`config.mk`:
```
export PLATFORM = sky130hd
export DESIGN_NAME = path_seq_device_flat
export DESIGN_NICKNAME = d
export VERILOG_FILES = /design/src/common/path_seq_pkg.sv /design/src/common/path_seq_if.sv /design/src/core/path_seq_device.sv /design/src/flat_wrapper.sv
export VERILOG_INCLUDE_DIRS = /design/src /design/src/common
export SDC_FILE = /design/constraint.sdc
export NUM_CORES = 1
export LEC_CHECK = 0
export ABC_AREA = 1
export BUFFER_PORTS_ARGS = -buffer_cell sky130_fd_sc_hd__buf_2
export CAP_MARGIN = 20
export CORE_MARGIN = 2
export CORE_UTILIZATION = 48
export DETAILED_ROUTE_END_ITERATION = 8
export PLACE_DENSITY = 0.69
export SYNTH_ARGS = -nofsm -noshare
export SYNTH_HDL_FRONTEND = slang
export SYNTH_SLANG_ARGS = --single-unit
```
`constraint.sdc`:
```
create_clock -name i_clock -period 2.1 [get_ports i_clock]
set_input_delay 0.42 -clock i_clock [delete_from_list [all_inputs] [get_ports i_clock]]
set_output_delay 0.42 -clock i_clock [all_outputs]
set_load 0.02 [all_outputs]
```
`src/common/path_seq_consts.svh`:
```
// Constants for the data path activation and sleep sequencer link.
// Assumes both ends include this file and share one clock.
`ifndef PATH_SEQ_CONSTS_SVH
`define PATH_SEQ_CONSTS_SVH

`define LANES_DEFAULT      8
`define LANES_PER_PATH_DEF 4
`define STEP_CYCLES_DEF    4
`define LK_ADDR_W          3
`define LK_DATA_W          8
`define DEV_TX_MASK        3'h0
`define DEV_TEARDOWN_MASK  3'h1
`define DEV_PATH_FLAGS     3'h2
`define DEV_MOD_FLAGS      3'h3
`define DEV_MOD_STATE      3'h4
`define DEV_TX_ENABLE      3'h5
`define MASK_RESET         8'hFF
`define HOST_CTRL          8'h00
`define HOST_STATUS        8'h04
`define HOST_FWD_BASE      8'h20
`define HOST_FWD_TOP       8'h34

`endif

```
`src/common/path_seq_pkg.sv`:
```
// Types shared by both ends of the sequencer link.
// Assumes path_seq_consts.svh is compiled alongside.
`default_nettype none
package path_seq_pkg;
    typedef enum logic [2:0] {
        path_inactive       = 3'h0,
        path_initializing   = 3'h1,
        path_ready          = 3'h2,
        path_tx_turning_on  = 3'h3,
        path_active         = 3'h4,
        path_tx_turning_off = 3'h5,
        path_tearing_down   = 3'h6
    } path_state_e;

    typedef enum logic [2:0] {
        mod_booting       = 3'h0,
        mod_operational   = 3'h1,
        mod_powering_down = 3'h2,
        mod_sleeping      = 3'h3
    } mod_state_e;

    typedef enum logic [1:0] {
        host_idle = 2'h0,
        host_link = 2'h1,
        host_resp = 2'h2
    } host_state_e;
endpackage : path_seq_pkg
`default_nettype wire

```
`src/common/path_seq_if.sv`:
```
// Management link between host controller and module sequencer.
// Assumes one shared clock; requests are one-cycle pulses.
`include "path_seq_consts.svh"
`default_nettype none
interface path_seq_if;
    logic                     hw_sleep_request_pin;
    logic                     lk_req;
    logic                     lk_we;
    logic [`LK_ADDR_W-1:0]    lk_addr;
    logic [`LK_DATA_W-1:0]    lk_wdata;
    logic                     lk_ack;
    logic [`LK_DATA_W-1:0]    lk_rdata;
    logic                     irq;

    modport device (
        input  hw_sleep_request_pin, lk_req, lk_we, lk_addr, lk_wdata,
        output lk_ack, lk_rdata, irq
    );
    modport host (
        output hw_sleep_request_pin, lk_req, lk_we, lk_addr, lk_wdata,
        input  lk_ack, lk_rdata, irq
    );
endinterface : path_seq_if
`default_nettype wire

```
`src/core/path_seq_device.sv`:
```
// Module-side data path and module power state sequencer.
// Assumes the host keeps link requests to one-cycle pulses.
//
// The placing of the registers and register access over Avalon-MM are this design's own decisions.
`include "path_seq_consts.svh"
`default_nettype none
module path_seq_device
    import path_seq_pkg::*;
#(
    parameter int LANES          = `LANES_DEFAULT,
    parameter int LANES_PER_PATH = `LANES_PER_PATH_DEF,
    parameter int STEP_CYCLES    = `STEP_CYCLES_DEF
) (
    // Clock and reset
    input  wire logic             i_clock,
    input  wire logic             i_rst,
    // Link to host
    path_seq_if.device            link,
    // Module side
    output logic [LANES-1:0]      o_tx_enable,
    output logic [LANES/LANES_PER_PATH-1:0] o_path_resources,
    output logic                  o_low_power
);
    localparam int NP = LANES / LANES_PER_PATH;

    // Lanes must split evenly into paths and fit one link word
    if (LANES > `LK_DATA_W || LANES_PER_PATH < 1 || LANES % LANES_PER_PATH != 0) begin : g_bad_lanes
        $error("Lane layout not supported");
    end
    // Dwell counters are eight bits wide
    if (STEP_CYCLES < 1 || STEP_CYCLES > 255) begin : g_bad_step
        $error("STEP_CYCLES out of range");
    end

    logic [LANES-1:0]  tx_mask_reg;
    logic [LANES-1:0]  teardown_mask_reg;
    logic [NP-1:0]     path_flag_reg;
    logic [NP-1:0]     path_flag_next;
    logic              mod_flag_reg;
    logic              mod_flag_next;
    logic [NP-1:0]     path_set;
    logic              mod_set;
    logic [NP-1:0]     path_is_inactive;
    path_state_e       st_reg  [NP];
    path_state_e       st_next [NP];
    mod_state_e        mod_reg;
    mod_state_e        mod_next;
    logic [7:0]        mod_cnt_reg;
    logic              sleep_req;
    logic              rd_path_flags;
    logic              rd_mod_flags;
    logic [NP-1:0]     tx_path_reg;
    logic [NP-1:0]     res_reg;
    logic              ack_reg;
    logic [`LK_DATA_W-1:0] rdata_reg;
    logic              irq_reg;

    assign sleep_req     = link.hw_sleep_request_pin;
    assign rd_path_flags = link.lk_req && !link.lk_we && link.lk_addr == `DEV_PATH_FLAGS;
    assign rd_mod_flags  = link.lk_req && !link.lk_we && link.lk_addr == `DEV_MOD_FLAGS;

    // Per-path state machines
    for (genvar p = 0; p < NP; p++) begin : g_path
        logic       deact;
        logic       tear;
        logic [7:0] cnt_reg;

        // Pin request forces deactivation in every module state, as does any set tx mask bit of the path
        assign deact = sleep_req || (|tx_mask_reg[p*LANES_PER_PATH +: LANES_PER_PATH]);
        assign tear  = sleep_req || mod_reg != mod_operational
                    || (|teardown_mask_reg[p*LANES_PER_PATH +: LANES_PER_PATH]);

        always_comb begin
            st_next[p]  = st_reg[p];
            path_set[p] = 1'b0;
            unique case (st_reg[p])
                path_inactive: begin
                    if (!tear)
                        st_next[p] = path_initializing;
                end
                path_initializing: begin
                    if (cnt_reg == 8'h00) begin
                        st_next[p]  = path_ready;
                        path_set[p] = 1'b1;
                    end
                end
                path_ready: begin
                    if (tear)
                        st_next[p] = path_tearing_down;
                    else if (!deact)
                        st_next[p] = path_tx_turning_on;
                end
                path_tx_turning_on: begin
                    if (cnt_reg == 8'h00) begin
                        st_next[p]  = path_active;
                        path_set[p] = 1'b1;
                    end
                end
                path_active: begin
                    if (deact)
                        st_next[p] = path_tx_turning_off;
                end
                path_tx_turning_off: begin
                    if (cnt_reg == 8'h00)
                        st_next[p] = path_ready;
                end
                path_tearing_down: begin
                    if (cnt_reg == 8'h00) begin
                        st_next[p]  = path_inactive;
                        path_set[p] = 1'b1;
                    end
                end
                default: begin
                    st_next[p] = path_inactive;
                end
            endcase
        end

        always_ff @(posedge i_clock or posedge i_rst) begin
            if (i_rst) begin
                st_reg[p] <= path_inactive;
            end else begin
                st_reg[p] <= st_next[p];
            end
        end

        // Fixed dwell in each transient state
        always_ff @(posedge i_clock or posedge i_rst) begin
            if (i_rst) begin
                cnt_reg <= 8'h00;
            end else if (st_next[p] != st_reg[p]) begin
                cnt_reg <= 8'(STEP_CYCLES - 1);
            end else if (cnt_reg != 8'h00) begin
                cnt_reg <= cnt_reg - 8'h01;
            end
        end

        assign path_is_inactive[p] = st_reg[p] == path_inactive;
    end

    // Module power state
    always_comb begin
        mod_next = mod_reg;
        mod_set  = 1'b0;
        unique case (mod_reg)
            mod_booting: begin
                // Pin level at bring-up picks the flow
                mod_next = sleep_req ? mod_sleeping : mod_operational;
            end
            mod_operational: begin
                if (sleep_req && &path_is_inactive)
                    mod_next = mod_powering_down;
            end
            mod_powering_down: begin
                if (mod_cnt_reg == 8'h00) begin
                    mod_next = mod_sleeping;
                    mod_set  = 1'b1;
                end
            end
            mod_sleeping: begin
                if (!sleep_req) begin
                    mod_next = mod_operational;
                    mod_set  = 1'b1;
                end
            end
            default: begin
                mod_next = mod_booting;
            end
        endcase
    end

    always_ff @(posedge i_clock or posedge i_rst) begin
        if (i_rst) begin
            mod_reg <= mod_booting;
        end else begin
            mod_reg <= mod_next;
        end
    end

    always_ff @(posedge i_clock or posedge i_rst) begin
        if (i_rst) begin
            mod_cnt_reg <= 8'h00;
        end else if (mod_next != mod_reg) begin
            mod_cnt_reg <= 8'(STEP_CYCLES - 1);
        end else if (mod_cnt_reg != 8'h00) begin
            mod_cnt_reg <= mod_cnt_reg - 8'h01;
        end
    end

    // Outputs follow next state so they line up with the state flops
    always_ff @(posedge i_clock or posedge i_rst) begin
        if (i_rst) begin
            tx_path_reg <= '0;
            res_reg     <= '0;
            o_low_power <= 1'b1;
        end else begin
            for (int p = 0; p < NP; p++) begin
                tx_path_reg[p] <= st_next[p] == path_tx_turning_on
                               || st_next[p] == path_active;
                res_reg[p]     <= st_next[p] != path_inactive
                               && st_next[p] != path_tearing_down;
            end
            o_low_power <= mod_next == mod_powering_down
                        || mod_next == mod_sleeping
                        || mod_next == mod_booting;
        end
    end

    for (genvar l = 0; l < LANES; l++) begin : g_lane
        assign o_tx_enable[l] = tx_path_reg[l / LANES_PER_PATH];
    end
    assign o_path_resources = res_reg;

    // Host-writable masks; all lanes disabled after reset
    always_ff @(posedge i_clock or posedge i_rst) begin
        if (i_rst) begin
            tx_mask_reg       <= LANES'(`MASK_RESET);
            teardown_mask_reg <= LANES'(`MASK_RESET);
        end else if (link.lk_req && link.lk_we) begin
            if (link.lk_addr == `DEV_TX_MASK)
                tx_mask_reg <= link.lk_wdata[LANES-1:0];
            if (link.lk_addr == `DEV_TEARDOWN_MASK)
                teardown_mask_reg <= link.lk_wdata[LANES-1:0];
        end
    end

    // Change flags: reading clears, a new event in the same cycle wins
    always_comb begin
        path_flag_next = path_flag_reg;
        if (rd_path_flags)
            path_flag_next = '0;
        path_flag_next = path_flag_next | path_set;
        mod_flag_next  = (mod_flag_reg && !rd_mod_flags) || mod_set;
    end

    always_ff @(posedge i_clock or posedge i_rst) begin
        if (i_rst) begin
            path_flag_reg <= '0;
            mod_flag_reg  <= 1'b0;
            irq_reg       <= 1'b0;
        end else begin
            path_flag_reg <= path_flag_next;
            mod_flag_reg  <= mod_flag_next;
            irq_reg       <= (|path_flag_next) || mod_flag_next;
        end
    end

    // Link answers one cycle after each request
    always_ff @(posedge i_clock or posedge i_rst) begin
        if (i_rst) begin
            ack_reg   <= 1'b0;
            rdata_reg <= '0;
        end else begin
            ack_reg <= link.lk_req;
            if (link.lk_req && !link.lk_we) begin
                unique case (link.lk_addr)
                    `DEV_TX_MASK:       rdata_reg <= `LK_DATA_W'(tx_mask_reg);
                    `DEV_TEARDOWN_MASK: rdata_reg <= `LK_DATA_W'(teardown_mask_reg);
                    `DEV_PATH_FLAGS:    rdata_reg <= `LK_DATA_W'(path_flag_reg);
                    `DEV_MOD_FLAGS:     rdata_reg <= `LK_DATA_W'(mod_flag_reg);
                    `DEV_MOD_STATE:     rdata_reg <= `LK_DATA_W'(mod_reg);
                    `DEV_TX_ENABLE:     rdata_reg <= `LK_DATA_W'(o_tx_enable);
                    default:            rdata_reg <= '0;
                endcase
            end
        end
    end

    assign link.lk_ack   = ack_reg;
    assign link.lk_rdata = rdata_reg;
    assign link.irq      = irq_reg;
endmodule : path_seq_device
`default_nettype wire

```
`src/flat_wrapper.sv`:
```
// flat-port wrapper written by rule: the top's interface ports become plain ports
module path_seq_device_flat import path_seq_pkg::*;
#(
    parameter int LANES          = `LANES_DEFAULT,
    parameter int LANES_PER_PATH = `LANES_PER_PATH_DEF,
    parameter int STEP_CYCLES    = `STEP_CYCLES_DEF
)
  (i_clock, i_rst, o_tx_enable, o_path_resources, o_low_power, link_hw_sleep_request_pin, link_lk_req, link_lk_we, link_lk_addr, link_lk_wdata, link_lk_ack, link_lk_rdata, link_irq);
  path_seq_if link_i ();
  input  wire logic i_clock;
  input  wire logic i_rst;
  output logic [LANES-1:0] o_tx_enable;
  output logic [LANES/LANES_PER_PATH-1:0] o_path_resources;
  output logic o_low_power;
  input wire logic [$bits(link_i.hw_sleep_request_pin)-1:0] link_hw_sleep_request_pin;
  input wire logic [$bits(link_i.lk_req)-1:0] link_lk_req;
  input wire logic [$bits(link_i.lk_we)-1:0] link_lk_we;
  input wire logic [$bits(link_i.lk_addr)-1:0] link_lk_addr;
  input wire logic [$bits(link_i.lk_wdata)-1:0] link_lk_wdata;
  output wire logic [$bits(link_i.lk_ack)-1:0] link_lk_ack;
  output wire logic [$bits(link_i.lk_rdata)-1:0] link_lk_rdata;
  output wire logic [$bits(link_i.irq)-1:0] link_irq;
  assign link_i.hw_sleep_request_pin = link_hw_sleep_request_pin;
  assign link_i.lk_req = link_lk_req;
  assign link_i.lk_we = link_lk_we;
  assign link_i.lk_addr = link_lk_addr;
  assign link_i.lk_wdata = link_lk_wdata;
  assign link_lk_ack = link_i.lk_ack;
  assign link_lk_rdata = link_i.lk_rdata;
  assign link_irq = link_i.irq;
  path_seq_device #(.LANES(LANES), .LANES_PER_PATH(LANES_PER_PATH), .STEP_CYCLES(STEP_CYCLES)) u_core (.i_clock(i_clock), .i_rst(i_rst), .link(link_i), .o_tx_enable(o_tx_enable), .o_path_resources(o_path_resources), .o_low_power(o_low_power));
endmodule
```
Yosys cells after proc, flatten, opt, wreduce, memory -nomap -nowiden. Index checks and enable logic that the tools add are counted.

Add/sub/neg operators: 3. Muxes and demuxes: 36. Reduce and logical (&&, ||, !) cells: 49. Eq/ne operators: 32. Bitwise logic cells: 1.

Operator list (count): 3-bit two-way mux (17); 8-bit two-way mux (6); 8-bit one-hot mux with 6 select lines (1); 3-bit by 2-bit equality test with 1-bit output (second input constant) (12); 3-bit one-hot mux with 6 select lines (2); 3-bit equality test (second input constant) (10); 8-bit zero test (3); 8-bit nonzero test (3); 8-bit by 1-bit subtractor with 8-bit output (second input constant) (3); 4-bit OR reduction (4); 3-bit zero test (5); 3-bit by 1-bit equality test with 1-bit output (second input constant) (4); 3-bit one-hot mux with 4 select lines (1); 1-bit logical OR (11); 3-bit != test (3); 1-bit logical AND (8); 1-bit two-way mux (6); 3-bit != test (second input constant) (2); 2-bit AND reduction (3); 2-bit nonzero test (3); 3-bit nonzero test (2); 2-bit OR reduction (3); 3-bit OR reduction (2); 2-bit two-way mux (2); 4 further kinds (5).

Word-level logic and storage cells: 137. Output and inout bits: 21. Register bits: 67. Input port bits: 16.

Logic depth before layout (Yosys ltp). Gate-level depths: netlist of the first run.

Word-level depth: 8. Depth in mapped cells: 12. Mapped depth without buffers: 12.

Worst setup path before layout of the first run. OpenSTA, ideal clock, no wires.

Path type: flip-flop to flip-flop. Start point: register u_core.g_path[0].cnt_reg[0]. End point: register u_core.g_path[0].cnt_reg[4]. Required time: 1.980 ns. Data arrival time: 1.485 ns. Cell stages (with the launch flop): 12. Path buffers: 0. Period minus slack after synthesis: 1.606 ns. Setup time: 0.120 ns. Slack: 0.494 ns. Path through: dfrtp_1 > inv_1 > ha_1 > nand3_2 > nor2_8 > inv_2 > nand2_1 > nand3_2 > nor2_4 > nand2_1 > nand3_4 > nor2_2.

Longest elaborated chain between the ends: 5. Elaborated cells on any way between the ends: 11. Classes of those cells: 1 x add/sub; 1 x eq/ne; 6 x mux; 3 x reduce/logical.

RTL lines: from (decl) (RTL line path_seq_device.sv:66) `logic [7:0] cnt_reg;`; from (signal assigned) (RTL line path_seq_device.sv:132) `cnt_reg <= 8'(STEP_CYCLES - 1);`; from (signal assigned) (RTL line path_seq_device.sv:134) `cnt_reg <= cnt_reg - 8'h01;`; 8-bit zero test; 3-bit two-way mux, on equally long branches; 3-bit one-hot mux with 6 select lines (RTL line path_seq_device.sv:76) `unique case (st_reg[p])`; 3-bit != test (RTL line path_seq_device.sv:131) `end else if (st_next[p] != st_reg[p]) begin`; 8-bit two-way mux or 2-bit nonzero test (tied branches).

Parallel ways exist; a longest one is shown, timed or not. The select of a mux whose other input is x is not followed. A chain may end at the register's enable or synchronous reset.

==> summary.txt, run 1 <==
area of the mapped netlist = 3762 um2
final critical-path required period = 1.751 ns
startpoint kind of the worst setup timing path = register
Hold Slack = 0.05249 ns
r2r startpoint = u_core.g_path[0].cnt_reg[0]
Synth cell types = 42
cells along the critical path = inv_1, ha_1, nand3_2, nor2_8, inv_2, nand2_1, nand3_2, nor2_1, nor2_4, nand3_4, nor2_2
setup repair after global routing missed its margin = no
count of buffers added by post-CTS timing repair for setup = 0
endpoint of the worst-slack reg-to-reg timing path = u_core.g_path[0].cnt_reg[3]
biggest area contributors in the synthesized netlist = dfrtp_1 (33%), dfstp_2 (12%), nand2_1 (11%)
Max-Slew Margin vs Limit = 0.6652
Avg Synthesized Cell Area = 8.091 um2
largest stage delay on the critical path = 0.40 ns
buffer type at the clock tree root = clkbuf_8
area inside the core boundary = 7647 um2
most prevalent standard cell on the critical path = nand3_2
total via count in the routed design = 3009
number of standard-cell rows in the floorplan = 32
CP arrival = 1.99 ns
Post-Syn Nets = 484
drt initial violations = 185
Detailed Place HPWL = 5533 um
cts-stage hold buffer count = 0
I/O pin total = 37
via count of the first global-routing pass = 2868
share of synthesized flip-flops with an asynchronous set or reset = 1.000
Post-Synthesis Cells = 465
Yosys top cell by area = dfrtp_1
reported leakage power = 2.056 nW
GRT Total Usage = 0.1892
Power Density = 1167 nW/um2
worst setup path start = u_core.g_path[0].cnt_reg[0]
Num Clock Sinks = 67
final weighted congestion in routability-driven placement = 0.8388
cell type of the slowest stage on the worst timing path = dfrtp_1
mean number of vias per cell = 4.909
number of register bits inferred by synthesis = 67
critical path data required time = 2.34 ns
register-to-register setup slack = 0.35 ns
sum of buffers and inverters on the critical path = 2
antenna violations before repair = 0
clock buffer count from CTS = 9
DIE HEIGHT = 92.54 um
number of flip-flops in the largest register = 16
highest clock rate = 571.0 MHz
CTS H-Tree Depth = 3
Final Max Tran Viols = 0
wire length of the first global-routing pass = 12740 um
post-detailed-routing wire length = 7266 um
type of destination of the critical path = register
largest net degree at the start of global routing = 23
first-pass iteration count of the detailed router = 6
area growth from synthesis to layout = 13.40%
final setup skew = 0.01251 ns
floorplan die width = 92.54 um
worst min path class = input port to asynchronous set/reset pin
share of the yosys chip area belonging to registers = 0.4513
Synth warnings = 0
share of the synthesized area in the top cell type = 0.3326
EDFF count, synth = 0
maximum capacitance violations = 0
number of endpoints failing setup at the final stage = 0
category of the critical setup timing path = register to register
status = complete, no violations
Die Outline Area = 8563 um2
clock latency at the later pin of the worst-skew pair = 0.36 ns
Setup Total Neg Slack = 0 ns
final worst-path cycle share = 0.8339
clock input transition at the sequential cells of the worst setup and hold paths = 0.07 ns
fraction of layout instances using a drive strength above 1 = 0.2720
most frequently used flop master after synthesis = dfrtp_1
wire length per cell = 11.85 um
Resize count post-CTS = 0
initial core utilization = 0.4920
post-layout net count = 525
aggregate global routing overflow = 0
number of fillers in the final layout = 707
measured slew at the worst slew-check pin = 0.5010 ns
Inserted Diodes = 0
TritonCTS clock tree = yes
family with the most delay on the worst path = simple AND/OR/NAND/NOR gates
number of routed nets with antenna violations = 0
length in cells of the worst reg-to-reg path = 11
maximum buffer depth of the clock tree = 2
highest net fanout along the worst path = 8
Final Hold Vio Count = 0
Port-buffer cells = 36
drt drc = 0
worst supply voltage drop on vdd = 767.3 uV
==> cell type report <==
| type | count | area [um2] | area share |
|---|---|---|---|
| Multi-Input combinational cell | 317 | 1717 | 0.4023 |
| Sequential cell | 67 | 1698 | 0.3979 |
| Inverter | 70 | 267.8 | 0.06276 |
| Timing Repair Buffer | 41 | 230.2 | 0.05396 |
| Clock buffer | 13 | 201.4 | 0.04721 |
| Tap cell | 102 | 127.6 | 0.02991 |
| Clock inverter | 3 | 25.02 | 0.005865 |
==> cells in the final DEF, fill, tap and decap left out, drive strengths merged <==
cell type	count
conb	1
o2111ai	1
o22ai	2
clkinv	5
dfrtp	50
nand2	120
o21bai	1
a31oi	3
o31ai	1
clkinvlp	1
nand3	34
xnor2	4
nor3	11
o21a	1
a22oi	1
ha	3
nand4	1
o211ai	2
nor2	69
clkbuf	13
xor2	15
o21ai	34
dfstp	17
a21oi	10
buf	41
a21o	3
inv	67
==> per-stage QoR <==
stage / worst slack, ns / power, W / area, um2 / cells / utilization
after global placement: 0.4107 / 0.003814 / 4040 / 597 / 0.5283
after CTS: 0.3274 / 0.005028 / 4267 / 613 / 0.5579
after detailed placement: 0.3447 / 0.003859 / 4040 / 597 / 0.5283
after global routing: 0.1769 / 0.005358 / 4267 / 613 / 0.5579
final: 0.3488 / 0.004978 / 4267 / 613 / 0.5579
after floorplan: 0.02498 / 0.003491 / 3762 / 465 / -
==> worst max path at each step <==
| stage | to | cells after the start | slack [ns] |
|---|---|---|---|
| after detailed placement | u_core.g_path[0].cnt_reg[6] | 11 | 0.34 |
| after global placement | u_core.g_path[0].cnt_reg[3] | 11 | 0.41 |
| after global routing | u_core.g_path[0].cnt_reg[0] | 11 | 0.18 |
| final | u_core.g_path[0].cnt_reg[3] | 11 | 0.35 |
| after CTS | u_core.g_path[0].cnt_reg[3] | 11 | 0.33 |
| after floorplan | u_core.g_path[0].cnt_reg[0] | 1 | 0.02 |
==> synth_stat cells, types with 2 or more instances <==
library cell  count
nand2_1         115
inv_1            56
dfrtp_1          50
nor2_1           41
nand3_1          23
nor2_2           23
o21ai_0          18
dfstp_2          17
o21ai_1          15
xor2_1           15
inv_2            11
a21oi_1           9
nand3_2           9
buf_4             6
nor3_1            6
nand2_2           4
nor2_4            4
xnor2_1           4
a21o_1            3
a31oi_1           3
ha_1              3
nor3_2            3
buf_6             2
clkbuf_1          2
clkinv_1          2
nand3_4           2
nor3_4            2
o211ai_1          2
o22ai_1           2
==> kinds of logic (layout without fill, tap and decap cells) <==
family	Yosys count	in the layout	share of synthesized area
adders and majority gates	3	3	0.009978
buffers and inverters	81	127	0.09245
xor gates and xnor gates	19	19	0.04423
and+or+nand+nor	235	235	0.3109
AOI/OAI and AO/OA	59	59	0.09012
other	1	1	0.0009967
DFF	67	67	0.4513
==> report_power, final <==
part           internal [W]  switching (W)  total (W)
sequential          0.00163       0.000263    0.00189
clock              0.000641       0.000510    0.00115
combinational      0.000661        0.00128    0.00194
==> routing by layer <==
layer | wire, um | GRT usage
met5 | 0 | 0
met4 | 163 | 0.07587
met3 | 255 | 0.04150
met2 | 3263 | 0.2962
met1 | 3584 | 0.2560
Note: power is estimated with default switching activity, not from simulation.
==> inputs of run 2 (changes only) <==
- clock period: 2.1 -> 1.4 ns (I/O delays scaled with it)
==> run 2 against run 1 <==
Against the previous run: the run now ends with negative hold slack, negative setup slack left; first-iteration DRC count decreased by 1.1%; final cell count increased by 16%; hold slack got worse by 0.058 ns; highest routed layer unchanged.
==> summary.txt, run 2 (synthesis results as in run 1) <==
post-layout net count = 622
type of destination of the critical path = register
fraction of layout instances using a drive strength above 1 = 0.4836
Detailed Place HPWL = 6357 um
number of endpoints failing setup at the final stage = 31
largest stage delay on the critical path = 0.40 ns
cell type of the slowest stage on the worst timing path = dfrtp_1
Power Density = 1673 nW/um2
highest clock rate = 626.4 MHz
number of standard-cell rows in the floorplan = 32
leading cell types in the layout, fill and taps excluded = nand2_1 (98), buf_4 (93), dfrtp_1 (48)
Final Hold Vio Count = 4
setup repair after global routing missed its margin = yes
sum of buffers and inverters on the critical path = 2
antenna violations before repair = 0
DIE HEIGHT = 92.54 um
final critical-path required period = 1.596 ns
first-pass iteration count of the detailed router = 4
floorplan die width = 92.54 um
CP arrival = 1.83 ns
mean number of vias per cell = 4.841
final worst-path cycle share = 1.140
initial core utilization = 0.4920
drt drc = 0
cts-stage hold buffer count = 0
post-detailed-routing wire length = 9235 um
clock buffer count from CTS = 9
Max-Slew Margin vs Limit = 0.6316
highest net fanout along the worst path = 6
aggregate global routing overflow = 0
measured slew at the worst slew-check pin = 0.5484 ns
Final Instance Count excl. Fillers = 710
cells along the critical path = inv_2, ha_4, nand3_4, nor2_8, inv_2, nand2_2, nand3_4, nor2_4, nand2_2, nand3_4, nor2_2
worst min path class = input port to asynchronous set/reset pin
setup slack after layout = -0.1964 ns
final weighted congestion in routability-driven placement = 0.9578
number of fillers in the final layout = 568
Overall Power = 0.008932 W
Post-Route Utilization = 0.6981
Inserted Diodes = 0
via count of the first global-routing pass = 3358
area growth from synthesis to layout = 41.90%
worst supply voltage drop on vdd = 1219 uV
family with the most delay on the worst path = simple AND/OR/NAND/NOR gates
GRT Total Usage = 0.2269
Hold Slack = -0.005719 ns
Num Clock Sinks = 67
most prevalent standard cell on the critical path = nand3_4
wire length of the first global-routing pass = 15330 um
drt initial violations = 183
area inside the core boundary = 7647 um2
number of flip-flops in the largest register = 16
Die Outline Area = 8563 um2
maximum capacitance violations = 0
violations in the final reports = negative hold slack, negative setup slack
maximum buffer depth of the clock tree = 2
critical path data required time = 1.63 ns
buffer type at the clock tree root = clkbuf_8
wire length per cell = 13.01 um
category of the critical setup timing path = register to register
number of routed nets with antenna violations = 0
most common library cell in the layout ignoring fill and taps = nand2_1
Port-buffer cells = 36
reported leakage power = 2.572 nW
clock latency at the later pin of the worst-skew pair = 0.35 ns
startpoint kind of the worst setup timing path = register
clock input transition at the sequential cells of the worst setup and hold paths = 0.07 ns
CTS H-Tree Depth = 3
status = complete, but fails checks
cell count after placement = 680
I/O pin total = 37
total via count in the routed design = 3437
TritonCTS clock tree = yes
largest net degree at the start of global routing = 68
final setup skew = 0.01448 ns
Setup Total Neg Slack = -4.249 ns
Final Max Tran Viols = 0
[run 2: changes by cell type in the layout (fill, tap and decap cells not counted), sizes merged]
cell / before / now
buf: 41 / 138
clkbuf: 13 / 12
clkinv: 5 / 4
clkinvlp: 1 / 2
inv: 67 / 68
[run 2: tightest hold or removal path, stage by stage]
cell        delay (ns)
buf_2             0.11
clkinvlp_4        0.07
buf_12            0.28
[run 2: final timing paths]
check / endpoint / cells after the start / slack (ns) / start
setup / recovery: u_core.g_path[0].cnt_reg[3] / 11 / -0.20 / u_core.g_path[0].cnt_reg[0]
hold / removal: u_core.g_path[1].cnt_reg[2] / 3 / -0.006 / i_rst
setup reg to reg: u_core.g_path[0].cnt_reg[3] / 11 / -0.20 / u_core.g_path[0].cnt_reg[0]
hold reg to reg: u_core.link.lk_rdata[5] / 1 / 0.48 / u_core.link.lk_rdata[5]
max in group asynchronous: u_core.tx_mask_reg[0] / 3 / 1.02 / i_rst
min in group i_clock: u_core.link.lk_ack / 1 / 0.06 / link_lk_req
[run 2: layout make-up]
| class | instances | area (um2) | share of cell area |
|---|---|---|---|
| Timing Repair Buffer | 138 | 988.4 | 0.1851 |
| Tap cell | 102 | 127.6 | 0.02390 |
| Clock inverter | 4 | 27.53 | 0.005156 |
| Multi-Input combinational cell | 317 | 2034 | 0.3811 |
| Inverter | 70 | 272.8 | 0.05109 |
| Sequential cell | 67 | 1700 | 0.3185 |
| Clock buffer | 12 | 187.7 | 0.03515 |
[run 2: stage by stage]
stage                     instance area, um2  worst slack (ns)
after detailed placement                4716           -0.2374
after floorplan                         3815           -0.1325
after global routing                    5339           -0.2947
after CTS                               5145           -0.1821
final                                   5339           -0.1964
after global placement                  4716           -0.1966
[run 2: timing repair]
action                     in CTS  in global routing
pin swaps                      24                 22
resized for setup              36                 41
cloned                          0                  0
buffers inserted               11                  5
setup endpoints to repair      35                 40
[run 2: power breakdown]
| group | switching [W] | internal (W) | leakage [nW] |
|---|---|---|---|
| sequential | 0.000317 | 0.00244 | 0.803 |
| combinational | 0.00256 | 0.00192 | 1.66 |
| clock | 0.000785 | 0.000909 | 0.109 |
[run 2: metal layers]
metal | vias to the layer above | GRT usage | share of wire
li1 | 1736 | - | -
met1 | 1625 | 0.3141 | 0.47
met2 | 62 | 0.3625 | 0.48
met3 | 14 | 0.02848 | 0.031
met4 | 0 | 0.09204 | 0.018
met5 | - | 0 | 0
==> inputs of run 3 (changes only) <==
- CORE_ASPECT_RATIO: not set -> 0.75
==> run 3 against run 2 <==
Against the previous run: the flow finishes with violations (negative setup slack); highest routed layer unchanged; critical path type unchanged; critical endpoint is now u_core.g_path[1].cnt_reg[1]; die area about the same; flip-flop and latch count is the same; critical path depth down 2; utilization increased by 2.5 points.
==> summary.txt, run 3 (synthesis results as in run 1) <==
status = complete, but fails checks
violations in the final reports = negative setup slack
total via count in the routed design = 3518
startpoint of the tightest hold check path = link_lk_req
highest net fanout along the worst path = 4
Net Sw Frac = 0.4139
Setup Total Neg Slack = -4.979 ns
final worst-path cycle share = 1.167
share of power burned in registers = 0.304
Combinational Power Share = 0.508
routing usage on met1 = 0.3179
type of destination of the critical path = register
number of fillers in the final layout = 531
area growth from synthesis to layout = 43.43%
maximum capacitance violations = 0
wire length per cell = 13.44 um
Final Max Tran Viols = 0
final critical-path required period = 1.633 ns
TritonCTS clock tree = yes
final setup skew = 0.009048 ns
number of endpoints failing setup at the final stage = 29
via count of the first global-routing pass = 3324
clock input transition at the sequential cells of the worst setup and hold paths = 0.08 ns
number of flip-flops in the largest register = 16
Die Outline Area = 8570 um2
cell type of the slowest stage on the worst timing path = dfrtp_2
number of routed nets with antenna violations = 0
Overall Power = 0.009158 W
aggregate global routing overflow = 0
final weighted congestion in routability-driven placement = 0.9697
Setup Slack @ Placement = -0.2452 ns
Power Density = 1697 nW/um2
I/O pin total = 37
mean number of vias per cell = 4.900
drt drc = 0
proportion of power drawn by the clock network = 0.187
highest clock rate = 612.2 MHz
clock buffer count from CTS = 9
CP arrival = 1.85 ns
setup slack after layout = -0.2335 ns
initial core utilization = 0.5039
maximum buffer depth of the clock tree = 2
area inside the core boundary = 7466 um2
GRT Total Usage = 0.2342
fraction of layout instances using a drive strength above 1 = 0.5041
gr busiest metal = met2
antenna violations before repair = 0
largest stage delay on the critical path = 0.47 ns
cell-internal power = 0.005368 W
worst supply voltage drop on vdd = 1183 uV
summed area of non-filler cells in the final layout = 5396 um2
wire length of the first global-routing pass = 15460 um
Num Clock Sinks = 67
Inserted Diodes = 0
post-detailed-placement cell area = 4745 um2
cell count after placement = 683
leading cell types in the layout, fill and taps excluded = buf_4 (102), nand2_1 (97), dfrtp_1 (47)
startpoint kind of the worst setup timing path = register
CTS H-Tree Depth = 3
register-to-register setup slack = -0.23 ns
number of standard-cell rows in the floorplan = 27
first-pass iteration count of the detailed router = 4
sum of buffers and inverters on the critical path = 4
Final Hold Vio Count = 0
net switching power = 0.003790 W
category of the critical setup timing path = register to register
reported leakage power = 2.627 nW
met3 usage = 0.06006
worst setup path start = u_core.st_reg[2]
setup repair after global routing missed its margin = yes
post-detailed-routing wire length = 9652 um
family with the most delay on the worst path = flip-flops
cells along the critical path = inv_4, buf_4, nor3_2, buf_4, inv_1, nand3_4, nand2_4, a21oi_2, nand3_1
critical path data required time = 1.62 ns
global-route met2 utilization = 0.3731
post-layout net count = 631
most prevalent standard cell on the critical path = buf_4
clock latency at the later pin of the worst-skew pair = 0.36 ns
largest net degree at the start of global routing = 42
most common library cell in the layout ignoring fill and taps = buf_4
r2r startpoint = u_core.st_reg[2]
Port-buffer cells = 36
buffer type at the clock tree root = clkbuf_8
DIE HEIGHT = 80.68 um
floorplan die width = 106.2 um
drt initial violations = 163
Detailed Place HPWL = 6671 um
Final Instance Count excl. Fillers = 718
worst min path class = input port to register
## run 3: worst paths after layout
check / depth (start not counted) / endpoint
max: 9 / u_core.g_path[1].cnt_reg[1]
min: 1 / u_core.link.lk_ack
max reg2reg: 9 / u_core.g_path[1].cnt_reg[1]
min reg2reg: 1 / u_core.link.lk_rdata[3]
max in group asynchronous: 4 / u_core.tx_mask_reg[7]
min in group asynchronous: 3 / u_core.mod_cnt_reg[3]
## run 3: area by class of cell
| class | instances | area, um2 | area share |
|---|---|---|---|
| Multi-Input combinational cell | 317 | 2021 | 0.3744 |
| Clock buffer | 12 | 187.7 | 0.03478 |
| Clock inverter | 4 | 26.28 | 0.004869 |
| Inverter | 70 | 279.0 | 0.05170 |
| Timing Repair Buffer | 147 | 1055 | 0.1955 |
| Tap cell | 101 | 126.4 | 0.02342 |
| Sequential cell | 67 | 1702 | 0.3153 |
## run 3: worst reg2reg max path: cells and delay by family, from the launching register on
kind	cells	cell delay, ns
DFF	1	0.47
AOI/OAI and AO/OA	1	0.17
buffers and inverters	4	0.43
and+or+nand+nor	4	0.44
## run 3: power by group through the flow
stage,Sequential (W),Combinational [W],Clock [W]
after detailed placement,0.00277,0.00393,0
after CTS,0.00276,0.00423,0.00175
after global routing,0.00284,0.00511,0.00182
final,0.00279,0.00466,0.00171
after global placement,0.00274,0.00383,0
after floorplan,0.00283,0.00250,0
## run 3: timing repair
item / CTS / global route
setup buffers: 8 / 12
pin swaps: 22 / 27
hold endpoints to repair: 6 / 0
hold buffers: 1 / 0
endpoints found under the setup margin: 31 / 39
gates resized for setup: 36 / 47
## run 3: metrics by stage
step	util	hold slack, ns
after detailed placement	0.6355	0.2191
final	0.7228	0.06017
after global routing	0.7228	0.05640
after global placement	0.6355	0.2143
after CTS	0.6898	0.04347
after floorplan	-	0.3114
## run 3: metal layers
layer | vias up | wire (um)
met5 | - | 0
met4 | 0 | 88
met3 | 10 | 501
met2 | 93 | 4539
met1 | 1665 | 4523
li1 | 1750 | -
